## src/sip_params.svh

```systemverilog
// Register offsets, field positions and timing for the secondary interrupt and pin block.
// Included by the package and the design; definitions only.
`ifndef SIP_PARAMS_SVH
`define SIP_PARAMS_SVH
`define SIP_ADDR_W 8
`define SIP_OFF_IRQ_CTRL 8'h31
`define SIP_OFF_RSVD0 8'h32
`define SIP_OFF_RSVD1 8'h33
`define SIP_OFF_PIN_CTRL 8'h34
`define SIP_OFF_FLAG1 8'h2a
`define SIP_OFF_FLAG2 8'h2c
`define SIP_OFF_FLAG3 8'h2d
`define SIP_OFF_EV_STATUS 8'h40
`define SIP_OFF_EV_CLEAR 8'h41
`define SIP_OFF_EV_ENABLE 8'h42
`define SIP_IRQ_CTRL_RST 8'h00
`define SIP_PIN_FUNC_RST 4'h0
`define SIP_BIT_INSERT 7
`define SIP_BIT_BUTTON 6
`define SIP_BIT_DRC 5
`define SIP_BIT_AGC 4
`define SIP_BIT_OVC 3
`define SIP_BIT_DSP 2
`define SIP_BIT_DCM 1
`define SIP_BIT_PULSE 0
`define SIP_PIN_FUNC_LSB 2
`define SIP_PIN_IN_BIT 1
`define SIP_PIN_GPO_BIT 0
`define SIP_PULSE_NS 2000000
`define SIP_CLK_NS 4
`define SIP_PULSE_CYC (`SIP_PULSE_NS / `SIP_CLK_NS)
`endif

```

## src/sip_pkg.sv

```systemverilog
// Types for the secondary interrupt and pin block.
// Assumes sip_params.svh is on the include path.
`include "sip_params.svh"
package sip_pkg;
  typedef logic [`SIP_ADDR_W-1:0] sip_addr_t;
  typedef logic [7:0] sip_byte_t;
  typedef enum logic [3:0] {
    SIP_FN_OFF = 4'h0,
    SIP_FN_ALT_IN = 4'h1,
    SIP_FN_GPI = 4'h2,
    SIP_FN_GPO = 4'h3,
    SIP_FN_DIVIDED_CLOCK_OUTPUT = 4'h4,
    SIP_FN_PRI_IRQ = 4'h5,
    SIP_FN_SEC_IRQ = 4'h6,
    SIP_FN_ADC_WCLK = 4'h7,
    SIP_FN_SEC_BCLK = 4'h8,
    SIP_FN_SEC_WCLK = 4'h9,
    SIP_FN_MIC_CLK = 4'ha
  } sip_func_e;
  typedef enum logic [1:0] {
    SIP_ST_IDLE = 2'b00,
    SIP_ST_HIGH = 2'b01,
    SIP_ST_LOW = 2'b11
  } sip_state_e;
endpackage

```

## src/sip_irq_pin.sv

```systemverilog
// Secondary interrupt pulse generator and multifunction pin five multiplexer.
// Assumes synchronous inputs on core_clk_in and a host register port with reads answered next cycle.
//
// Chosen here: strobed register access.
`include "sip_params.svh"
`timescale 1ns/1ps
`default_nettype none

// How it works
// - Enabled headset insertion raises secondary interrupt
// - Enabled button press raises secondary interrupt
// - Enabled left/right compressor threshold raises interrupt
// - Enabled left/right AGC noise raises interrupt
// - Enabled headphone over-current raises interrupt
// - Enabled DSP core interrupts raise interrupt
// - Enabled DC measurement ready raises interrupt
// - Pulse control zero gives one 2ms pulse
// - Pulse control one repeats until flags read
// - Reserved registers read zero, writes ignored
// - Codes 0000-0010 disable or make pin input
// - Codes 0011-1010 select pin output source
// - Read-only bit shows live pin level
// - General output drives pin from bit zero
module sip_irq_pin #(
  parameter int PULSE_CYC = `SIP_PULSE_CYC
) (
  // Clock and reset
  input wire logic core_clk_in,
  input wire logic arst_n_in,
  // Register port
  input wire sip_pkg::sip_addr_t reg_addr_in,
  input wire sip_pkg::sip_byte_t reg_wdata_in,
  input wire logic reg_wr_in,
  input wire logic reg_rd_in,
  output sip_pkg::sip_byte_t reg_rdata_out,
  // Event pulses from the codec core
  input wire logic headset_insert_in,
  input wire logic button_press_in,
  input wire logic [1:0] drc_threshold_in,
  input wire logic [1:0] agc_noise_in,
  input wire logic [1:0] hp_overcurrent_in,
  input wire logic [1:0] dsp_irq_in,
  input wire logic [1:0] dc_meas_ready_in,
  // Sources for the pin multiplexer
  input wire logic primary_irq_in,
  input wire logic divided_clock_in,
  input wire logic adc_wclk_in,
  input wire logic sec_bclk_in,
  input wire logic sec_wclk_in,
  input wire logic mic_clk_in,
  // Multifunction pin five
  input wire logic multifunction_pin_five_in,
  output logic multifunction_pin_five_out,
  output logic multifunction_pin_five_oe_out,
  output logic pin_alt_in_out,
  // Interrupts
  output logic secondary_irq_out,
  output logic event_irq_out
);
  import sip_pkg::*;

  localparam int CW = $clog2(PULSE_CYC + 1);
  localparam logic [CW-1:0] LAST_CYC = CW'(PULSE_CYC - 1);

  sip_byte_t irq_ctrl_r;
  logic [3:0] pin_func_r;
  logic pin_gpo_r;
  logic [6:0] ev_status_r;
  logic [6:0] ev_status_nxt;
  logic [6:0] ev_enable_r;
  sip_byte_t rdata_r;
  sip_state_e state_r;
  sip_state_e state_nxt;
  logic [CW-1:0] cnt_r;
  logic [CW-1:0] cnt_nxt;
  logic pending_r;
  logic pending_nxt;
  logic pin_out_r;
  logic pin_oe_r;

  function automatic logic hit(input sip_addr_t a, input sip_addr_t off);
    hit = (a == off);
  endfunction

  // Decode
  wire wr_ctrl = reg_wr_in && hit(reg_addr_in, `SIP_OFF_IRQ_CTRL);
  wire wr_pin = reg_wr_in && hit(reg_addr_in, `SIP_OFF_PIN_CTRL);
  wire wr_clr = reg_wr_in && hit(reg_addr_in, `SIP_OFF_EV_CLEAR);
  wire wr_en = reg_wr_in && hit(reg_addr_in, `SIP_OFF_EV_ENABLE);
  // Reading any interrupt flag register stops a pulse train
  wire flag_rd = reg_rd_in && (hit(reg_addr_in, `SIP_OFF_FLAG1)
    || hit(reg_addr_in, `SIP_OFF_FLAG2) || hit(reg_addr_in, `SIP_OFF_FLAG3));

  // Per-source events, each gated by its enable bit
  wire [6:0] ev_raw = {headset_insert_in, button_press_in, |drc_threshold_in,
    |agc_noise_in, |hp_overcurrent_in, |dsp_irq_in, |dc_meas_ready_in};
  wire ev_ins = irq_ctrl_r[`SIP_BIT_INSERT] && ev_raw[6];
  wire ev_btn = irq_ctrl_r[`SIP_BIT_BUTTON] && ev_raw[5];
  wire ev_drc = irq_ctrl_r[`SIP_BIT_DRC] && ev_raw[4];
  wire ev_agc = irq_ctrl_r[`SIP_BIT_AGC] && ev_raw[3];
  wire ev_ovc = irq_ctrl_r[`SIP_BIT_OVC] && ev_raw[2];
  wire ev_dsp = irq_ctrl_r[`SIP_BIT_DSP] && ev_raw[1];
  wire ev_dcm = irq_ctrl_r[`SIP_BIT_DCM] && ev_raw[0];
  wire irq_req = ev_ins | ev_btn | ev_drc | ev_agc | ev_ovc | ev_dsp | ev_dcm;
  wire train = irq_ctrl_r[`SIP_BIT_PULSE];
  wire cnt_done = (cnt_r == LAST_CYC);

  // Pulse sequencer; with the train bit clear a request during a pulse is held and replayed after it
  always_comb begin
    state_nxt = state_r;
    cnt_nxt = cnt_r;
    pending_nxt = pending_r | (irq_req && state_r != SIP_ST_IDLE);
    case (state_r)
      SIP_ST_IDLE: begin
        if (irq_req || pending_r) begin
          state_nxt = SIP_ST_HIGH;
          cnt_nxt = '0;
          pending_nxt = 1'b0;
        end
      end
      SIP_ST_HIGH: begin
        cnt_nxt = cnt_r + CW'(1);
        if (cnt_done) begin
          cnt_nxt = '0;
          state_nxt = train ? SIP_ST_LOW : SIP_ST_IDLE;
        end
      end
      SIP_ST_LOW: begin
        cnt_nxt = cnt_r + CW'(1);
        if (cnt_done) begin
          cnt_nxt = '0;
          state_nxt = SIP_ST_HIGH;
        end
      end
      default: state_nxt = SIP_ST_IDLE;
    endcase
    // Flag read ends the train at once
    if (flag_rd && train) begin
      state_nxt = SIP_ST_IDLE;
      cnt_nxt = '0;
      pending_nxt = 1'b0;
    end
  end

  always_ff @(posedge core_clk_in or negedge arst_n_in) begin
    if (!arst_n_in) begin
      state_r <= SIP_ST_IDLE;
      cnt_r <= '0;
      pending_r <= 1'b0;
    end else begin
      state_r <= state_nxt;
      cnt_r <= cnt_nxt;
      pending_r <= pending_nxt;
    end
  end

  wire sec_irq = (state_r == SIP_ST_HIGH);

  // Control registers
  always_ff @(posedge core_clk_in or negedge arst_n_in) begin
    if (!arst_n_in) begin
      irq_ctrl_r <= `SIP_IRQ_CTRL_RST;
      pin_func_r <= `SIP_PIN_FUNC_RST;
      pin_gpo_r <= 1'b0;
      ev_enable_r <= '0;
    end else begin
      if (wr_ctrl) irq_ctrl_r <= reg_wdata_in;
      if (wr_pin) begin
        pin_func_r <= reg_wdata_in[`SIP_PIN_FUNC_LSB +: 4];
        pin_gpo_r <= reg_wdata_in[`SIP_PIN_GPO_BIT];
      end
      if (wr_en) ev_enable_r <= reg_wdata_in[6:0];
    end
  end

  // Sticky event status; a new event wins over a clear in the same cycle
  // Only raw source events are recorded; pulse activity must not alias a source bit
  wire [6:0] ev_seen = ev_raw;
  assign ev_status_nxt = (ev_status_r & ~(wr_clr ? reg_wdata_in[6:0] : 7'h00)) | ev_seen;

  always_ff @(posedge core_clk_in or negedge arst_n_in) begin
    if (!arst_n_in) ev_status_r <= '0;
    else ev_status_r <= ev_status_nxt;
  end

  // Pin multiplexer
  sip_func_e fn;
  assign fn = sip_func_e'(pin_func_r);
  logic mux_out;
  logic mux_oe;
  always_comb begin
    mux_oe = 1'b1;
    mux_out = 1'b0;
    case (fn)
      SIP_FN_GPO: mux_out = pin_gpo_r;
      SIP_FN_DIVIDED_CLOCK_OUTPUT: mux_out = divided_clock_in;
      SIP_FN_PRI_IRQ: mux_out = primary_irq_in;
      SIP_FN_SEC_IRQ: mux_out = sec_irq;
      SIP_FN_ADC_WCLK: mux_out = adc_wclk_in;
      SIP_FN_SEC_BCLK: mux_out = sec_bclk_in;
      SIP_FN_SEC_WCLK: mux_out = sec_wclk_in;
      SIP_FN_MIC_CLK: mux_out = mic_clk_in;
      // Off, input modes and reserved codes leave the pin undriven
      default: mux_oe = 1'b0;
    endcase
  end
  wire pin_in_en = (fn == SIP_FN_ALT_IN) || (fn == SIP_FN_GPI);

  always_ff @(posedge core_clk_in or negedge arst_n_in) begin
    if (!arst_n_in) begin
      pin_out_r <= 1'b0;
      pin_oe_r <= 1'b0;
    end else begin
      pin_out_r <= mux_out;
      pin_oe_r <= mux_oe;
    end
  end

  // Read data; unmapped and reserved addresses return zero
  wire sip_byte_t pin_rd = {2'b00, pin_func_r, multifunction_pin_five_in, pin_gpo_r};
  sip_byte_t rd_mux;
  always_comb begin
    if (hit(reg_addr_in, `SIP_OFF_IRQ_CTRL)) rd_mux = irq_ctrl_r;
    else if (hit(reg_addr_in, `SIP_OFF_PIN_CTRL)) rd_mux = pin_rd;
    else if (hit(reg_addr_in, `SIP_OFF_EV_STATUS)) rd_mux = {1'b0, ev_status_r};
    else if (hit(reg_addr_in, `SIP_OFF_EV_ENABLE)) rd_mux = {1'b0, ev_enable_r};
    else rd_mux = 8'h00;
  end

  always_ff @(posedge core_clk_in or negedge arst_n_in) begin
    if (!arst_n_in) rdata_r <= 8'h00;
    else if (reg_rd_in) rdata_r <= rd_mux;
    else rdata_r <= 8'h00;
  end

  assign reg_rdata_out = rdata_r;
  assign secondary_irq_out = sec_irq;
  assign multifunction_pin_five_out = pin_out_r;
  assign multifunction_pin_five_oe_out = pin_oe_r;
  assign pin_alt_in_out = pin_in_en && (fn == SIP_FN_ALT_IN) && multifunction_pin_five_in;
  assign event_irq_out = |(ev_status_r & ev_enable_r);
endmodule
`default_nettype wire

```

## config.mk

```make
export PLATFORM = sky130hd
export DESIGN_NAME = sip_irq_pin
export DESIGN_NICKNAME = d
export VERILOG_FILES = /design/src/sip_pkg.sv /design/src/sip_irq_pin.sv
export VERILOG_INCLUDE_DIRS = /design/src /design/src/src
export SDC_FILE = /design/constraint.sdc
export NUM_CORES = 1
export LEC_CHECK = 0
export BUFFER_PORTS_ARGS = -buffer_cell sky130_fd_sc_hd__buf_2
export CAP_MARGIN = 10
export CORE_MARGIN = 4
export CORE_UTILIZATION = 51
export DETAILED_ROUTE_END_ITERATION = 8
export PLACE_DENSITY = 0.88
export RECOVER_POWER = 100
export SLEW_MARGIN = 20
export SYNTH_ARGS = -nofsm -noshare
export SYNTH_HDL_FRONTEND = slang
export SYNTH_SLANG_ARGS = --single-unit
```

## constraint.sdc

```tcl
create_clock -name core_clk_in -period 2.5 [get_ports core_clk_in]
set_clock_uncertainty 0.05 [all_clocks]
set_input_delay 0.125 -clock core_clk_in [delete_from_list [all_inputs] [get_ports core_clk_in]]
set_output_delay 0.125 -clock core_clk_in [all_outputs]
set_load 0.01 [all_outputs]
```

# Word-level counts from Yosys, hierarchy flattened
# Cells that the tools add are included.
totals:
  regBits: 59
  out_inout_bits: 13
  inputBits: 39
  elab_cells: 101
op_classes:
  n_reduce_logical: 33
  add_sub_neg: 1
  n_mux: 21
  eq_ne: 24
  bitwise: 11
op_table:
  columns: ["cell", "count"]
  rows:
  - ["$mux 19", 3]
  - ["$eq 8x6->1 const B", 5]
  - ["$pmux 19 s2", 1]
  - ["$mux 7", 4]
  - ["$eq 8x7->1 const B", 3]
  - ["$add 19x1->19 const B", 1]
  - ["$eq 19x19->1 const B", 1]
  - ["$eq 4x3->1 const B", 4]
  - ["$logic_and 1x1->1", 16]
  - ["$mux 8", 2]
  - ["$and 7x7->7", 2]
  - ["$eq 4x4->1 const B", 3]
  - ["$reduce_or 2->1", 6]
  - ["$mux 2", 5]
  - ["$eq 4x2->1 const B", 2]
  - ["$pmux 1 s8", 1]
  - ["$reduce_or 8->1", 1]
  - ["$not 7->7", 1]
  - ["$or 1x1->1", 7]
  - ["$or 7x7->7", 1]
  - ["$reduce_or 7->1", 1]
  - ["$ne 3x3->1 const B", 2]
  - ["$pmux 2 s3", 1]
  - ["$eq 4x1->1 const B", 1]
  - ["other kinds (10)", 16]

# Logic depth before layout (Yosys ltp)
depth:
  word_depth: 12
  mapped_depth: 9
  depth_no_buf: 6

# Least setup slack after synthesis
# OpenSTA, ideal clock, no wires.
synth_path:
  path_type: "register to register"
  startpoint: "reg cnt_r[14]"
  endpoint: "reg state_r[0]"
  path_stages_with_launch: 7
  t_arrival_ps: 2173
  required_ps: 2329
  slack_ps: 156
  n_path_buf: 1
  setup_time_ps: 121
  period_less_slack_ps: 2344
  path_cell_list: "dfrtp_1 > or4_1 > or4_4 > o221a_4 > buf_6 > a21o_1 > a22o_1"
synth_between:
  elab_chain_len: 3
  word_cells_on_any_way: 4
  classes_between: "eq/ne (3); reduce/logical (1)"
synth_lines:
  columns: ["element", "line", "source"]
  rows:
  - ["from (decl)", "sip_irq_pin.sv:74", "logic [CW-1:0] cnt_r;"]
  - ["from (signal assigned)", "sip_irq_pin.sv:152", "cnt_r <= cnt_nxt;"]
  - ["$eq 19x19->1 *", "sip_irq_pin.sv:106", "wire cnt_done = (cnt_r == LAST_CYC);"]
  - ["$ne 3x3->1 (no source line) or $ne 3x1->1 (tied branches)", null, null]
  - ["$reduce_and 3->1 (no source line) *", null, null]
  - ["to (signal assigned)", "sip_irq_pin.sv:151", "state_r <= state_nxt;"]
  - ["to (decl)", "sip_irq_pin.sv:72", "sip_state_e state_r;"]
# Every way passes the cells marked *; elsewhere a longest branch is shown, timed or not.
# A chain may end at the register's enable or synchronous reset.

# Worst setup path after layout
layout_path:
  startpoint: "reg cnt_r[14]"
  endpoint: "reg cnt_r[10]"
layout_between:
  elab_chain_len: 4
layout_lines:
  columns: ["element", "line", "source"]
  rows:
  - ["$eq 19x19->1", "sip_irq_pin.sv:106", null]
  - ["$mux 19", "sip_irq_pin.sv:123, sip_irq_pin.sv:130", null]
  - ["$pmux 19 s2", "sip_irq_pin.sv:113", "case (state_r)"]
  - ["$mux 19", "sip_irq_pin.sv:138", "if (flag_rd && train) begin"]
# Every way passes these cells.

==> out/metrics.cfg <==
[outcome]
status = finished clean

[detailed_routing]
drt_first_pass_iters = 5
num_vias = 3019
wl_per_cell_um = 18.9
wirelength_um = 8750
postRouteAntennaNets = 0
drcViolationCount = 0
drt_iter0_markers = 441
viasPerCell = 6.52

[sta]
fmax_ghz = 0.415
max_slew.worst_pin.slew_ns = 1.14
hold_viol = 0
holdWs_ns = 0.0374
final.min_clock_period_ns = 2.41
setup_viol = 0
fin_tns_setup_ns = 0
post-route-period-util_pct = 96.4
drv_slew = 0
grt_setup_unrepaired = false
maxSlewHeadroom_pct = 24.2

[floorplan]
ios = 52
fp.dieW_um = 86.6
core_area_mm2 = 0.00596
die_area_mm2 = 0.00749
die_y_um = 86.6
start_util_pct = 52.9
rows = 28

[power]
p_int_uw = 2050
p_per_area_mw_per_mm2 = 761
clkPwrFrac_pct = 37.8
switching_share_pct = 31.6
peakVddDrop_mv = 0.505
p_seq_share_pct = 37.0
pwr-share-comb_pct = 25.2
p_leak_uw = 0.00171
p_sw_uw = 947

[clocking]
htreeDepth = 3
ctsResizeCount = 0
cts_tree = done
cts-root-buf = clkbuf_8
numClockSinks = 59
clock_latency_ns = 0.36
tritoncts.num_buffers = 9
clkTransAtPathRegs_ns = 0.07
clockBufferDepth = 2

[final_layout]
final_nets = 427
area_delta_synth_final_pct = 24.9
drive_gt1_share_pct = 23.5
seq_area_mm2 = 0.00148
fillers = 440
fin_area_mm2 = 0.00393
multi_input_area_mm2 = 0.00157
diodes = 0

[grt]
grt_pass1_vias = 2975
grt_max_degree = 39
overflow = 0
gr-usage-all-layers_pct = 25.0
grt_pass1_wl_um = 14500
grt_antenna_before_repair = 0

[hold_path]
hp-class = primary input to register
hp-start = reg_wdata_in[2]
whs_endpoint = irq_ctrl_r[2]
hold_depth = 2

[logic_synthesis]
avgSynthCellArea_um2 = 10.4
synth_top_area_share_pct = 46.9
syn-num-nets = 346
synth-edff-count = 0
async_flop_share_pct = 100
synth_cell_types = 55
ys_seq_area_share_pct = 46.9
syn_inst = 302
synth-seq-cells = 59
synth_area_mm2 = 0.00315
synth_area_leaders = dfrtp_1, mux2_2, nand3_1
ys_warn_count = 0
yosys.area.top_type = dfrtp_1
synthFlopType = dfrtp_1

[placement]
hpwl_um = 5860
gp_congestion = 0.940
portBuffers = 51
placed_cell_area_mm2 = 0.00355

[setup_path]
end_kind = register
cp.arrival_ns = 2.58
reg2reg_depth = 6
crit_slowest_cell = or4_4
rr_startpoint = cnt_r[14]
r2r_end = cnt_r[10]
crit_fanout = 17
start_kind = register
critical_path_class = register to register
slowest_delay_ns = 0.56
path_cells = or4_1 -> or4_4 -> o221a_4 -> buf_4 -> a22oi_1 -> mux2i_1
regToRegSetupSlack_ns = 0.09
crit_required_ns = 2.67

[run]
maxCapViolCount = 0

[synthesized netlist by cell type (2+ instances only)]
master	instances
o211ai_1	6
and3_1	4
inv_1	8
nor4_1	5
clkbuf_1	9
nand4b_1	3
nand2_1	27
a221oi_1	7
ha_1	5
nand4_1	9
a22oi_1	7
and3_2	2
a22o_1	2
nor2b_1	2
dfrtp_1	59
nor3b_1	2
mux2_2	21
o22ai_1	2
nor4b_1	5
and2_1	2
nand3b_1	3
and4_1	2
nor3_1	2
o21ai_0	13
o221ai_1	6
or4_1	8
nand3_1	23
mux2i_1	3
a31oi_1	2
a211o_1	7
nor2_1	15
a21oi_1	3
a222oi_1	2
a21o_1	5
[cells by family (layout without fill, tap and decap cells)]
logic type | count (synthesis) | in the layout | synth area share [%]
fa+ha+maj | 5 | 5 | 1.99
flops | 59 | 59 | 46.9
buf+inv | 21 | 107 | 3.22
xor+xnor | 1 | 1 | 0.278
simple gates | 121 | 121 | 21.8
compound gates | 71 | 71 | 17.3
mux | 24 | 24 | 8.47
[final cells by class]
class | instances | area share (%)
clock buffer | 11 | 3.85
clock inverter | 5 | 2.74
inverter | 8 | 0.764
multi-input combinational | 222 | 39.8
sequential | 59 | 37.5
tap | 75 | 2.39
timing repair buffer | 83 | 12.9
[through the flow]
stage	instances	setup slack [ns]	power [µW]	util (%)
5_1_grt	463	0.00463	3120	66.0
3_5_place_dp	431	0.108	1850	59.5
6_report	463	0.0908	2990	66.0
2_1_floorplan	302	0.156	1610	-
3_3_place_gp	431	0.149	1820	59.5
4_1_cts	463	0.0765	2990	66.6
[worst max-delay path, delay by kind of cell, from the launching register on]
kind,cells,cell delay [ns]
buffers and inverters,1,0.18
and+or+nand+nor,2,1.08
DFF,1,0.37
muxes,1,0.11
AOI/OAI and AO/OA,2,0.48
[repair_timing]
item	CTS	global route
endpoints found under the setup margin	0	0
buffers inserted	0	0
hold buffers	16	0
hold endpoints to repair	33	0
[flip-flops by register name (all words and copies together) (netlist names)]
| register | flops |
|---|---|
| multifunction_pin_five_out | 1 |
| pending_r | 1 |
| pin_gpo_r | 1 |
| ev_status_r | 7 |
| state_r | 2 |
| ev_enable_r | 7 |
| fn | 4 |
| multifunction_pin_five_oe_out | 1 |
| reg_rdata_out | 8 |
| cnt_r | 19 |
| irq_ctrl_r | 8 |
[worst max-delay path by stage]
stage / end / cells after the start / slack [ns] / from
floorplan: state_r[0] / 6 / 0.16 / cnt_r[14]
global placement: cnt_r[5] / 5 / 0.15 / cnt_r[14]
detailed placement: cnt_r[5] / 5 / 0.11 / cnt_r[14]
CTS: cnt_r[10] / 6 / 0.08 / cnt_r[14]
global route: cnt_r[10] / 6 / 0.005 / cnt_r[14]
finish: cnt_r[10] / 6 / 0.09 / cnt_r[14]
[per-layer routing]
layer	share of wire (%)	vias up	track usage, %
met3	9.5	32	7.03
met1	39	1457	33.1
met4	2.8	0	8.50
li1	-	1340	-
met5	0	-	0
met2	49	190	39.4
[power groups by stage]
stage	sequential (µW)	combinational [µW]	clock, µW
after detailed placement	1120	732	0
after CTS	1100	749	1130
after global placement	1120	705	0
after floorplan	1110	503	0
final	1110	754	1130
after global routing	1120	818	1190
[cell usage in the layout (no fill, tap or decap), types with 3 or more instances in the layout]
master / count
bufinv_16: 3
nor2_1: 15
mux2_2: 20
nor4b_1: 5
or4_1: 8
mux2i_1: 3
dlygate4sd3_1: 16
nand3b_1: 3
o21ai_0: 13
nand2_1: 27
and3_1: 4
o221ai_1: 6
inv_1: 8
a21oi_1: 3
clkbuf_1: 18
nor3b_1: 3
a21o_1: 5
a221oi_1: 7
a22oi_1: 7
ha_1: 5
buf_4: 14
nand4_1: 9
clkbuf_8: 11
a211o_1: 7
buf_2: 33
nor4_1: 5
dfrtp_1: 59
o211ai_1: 6
nand4b_1: 3
nand3_1: 23
Power figures use the tool's default switching activity.
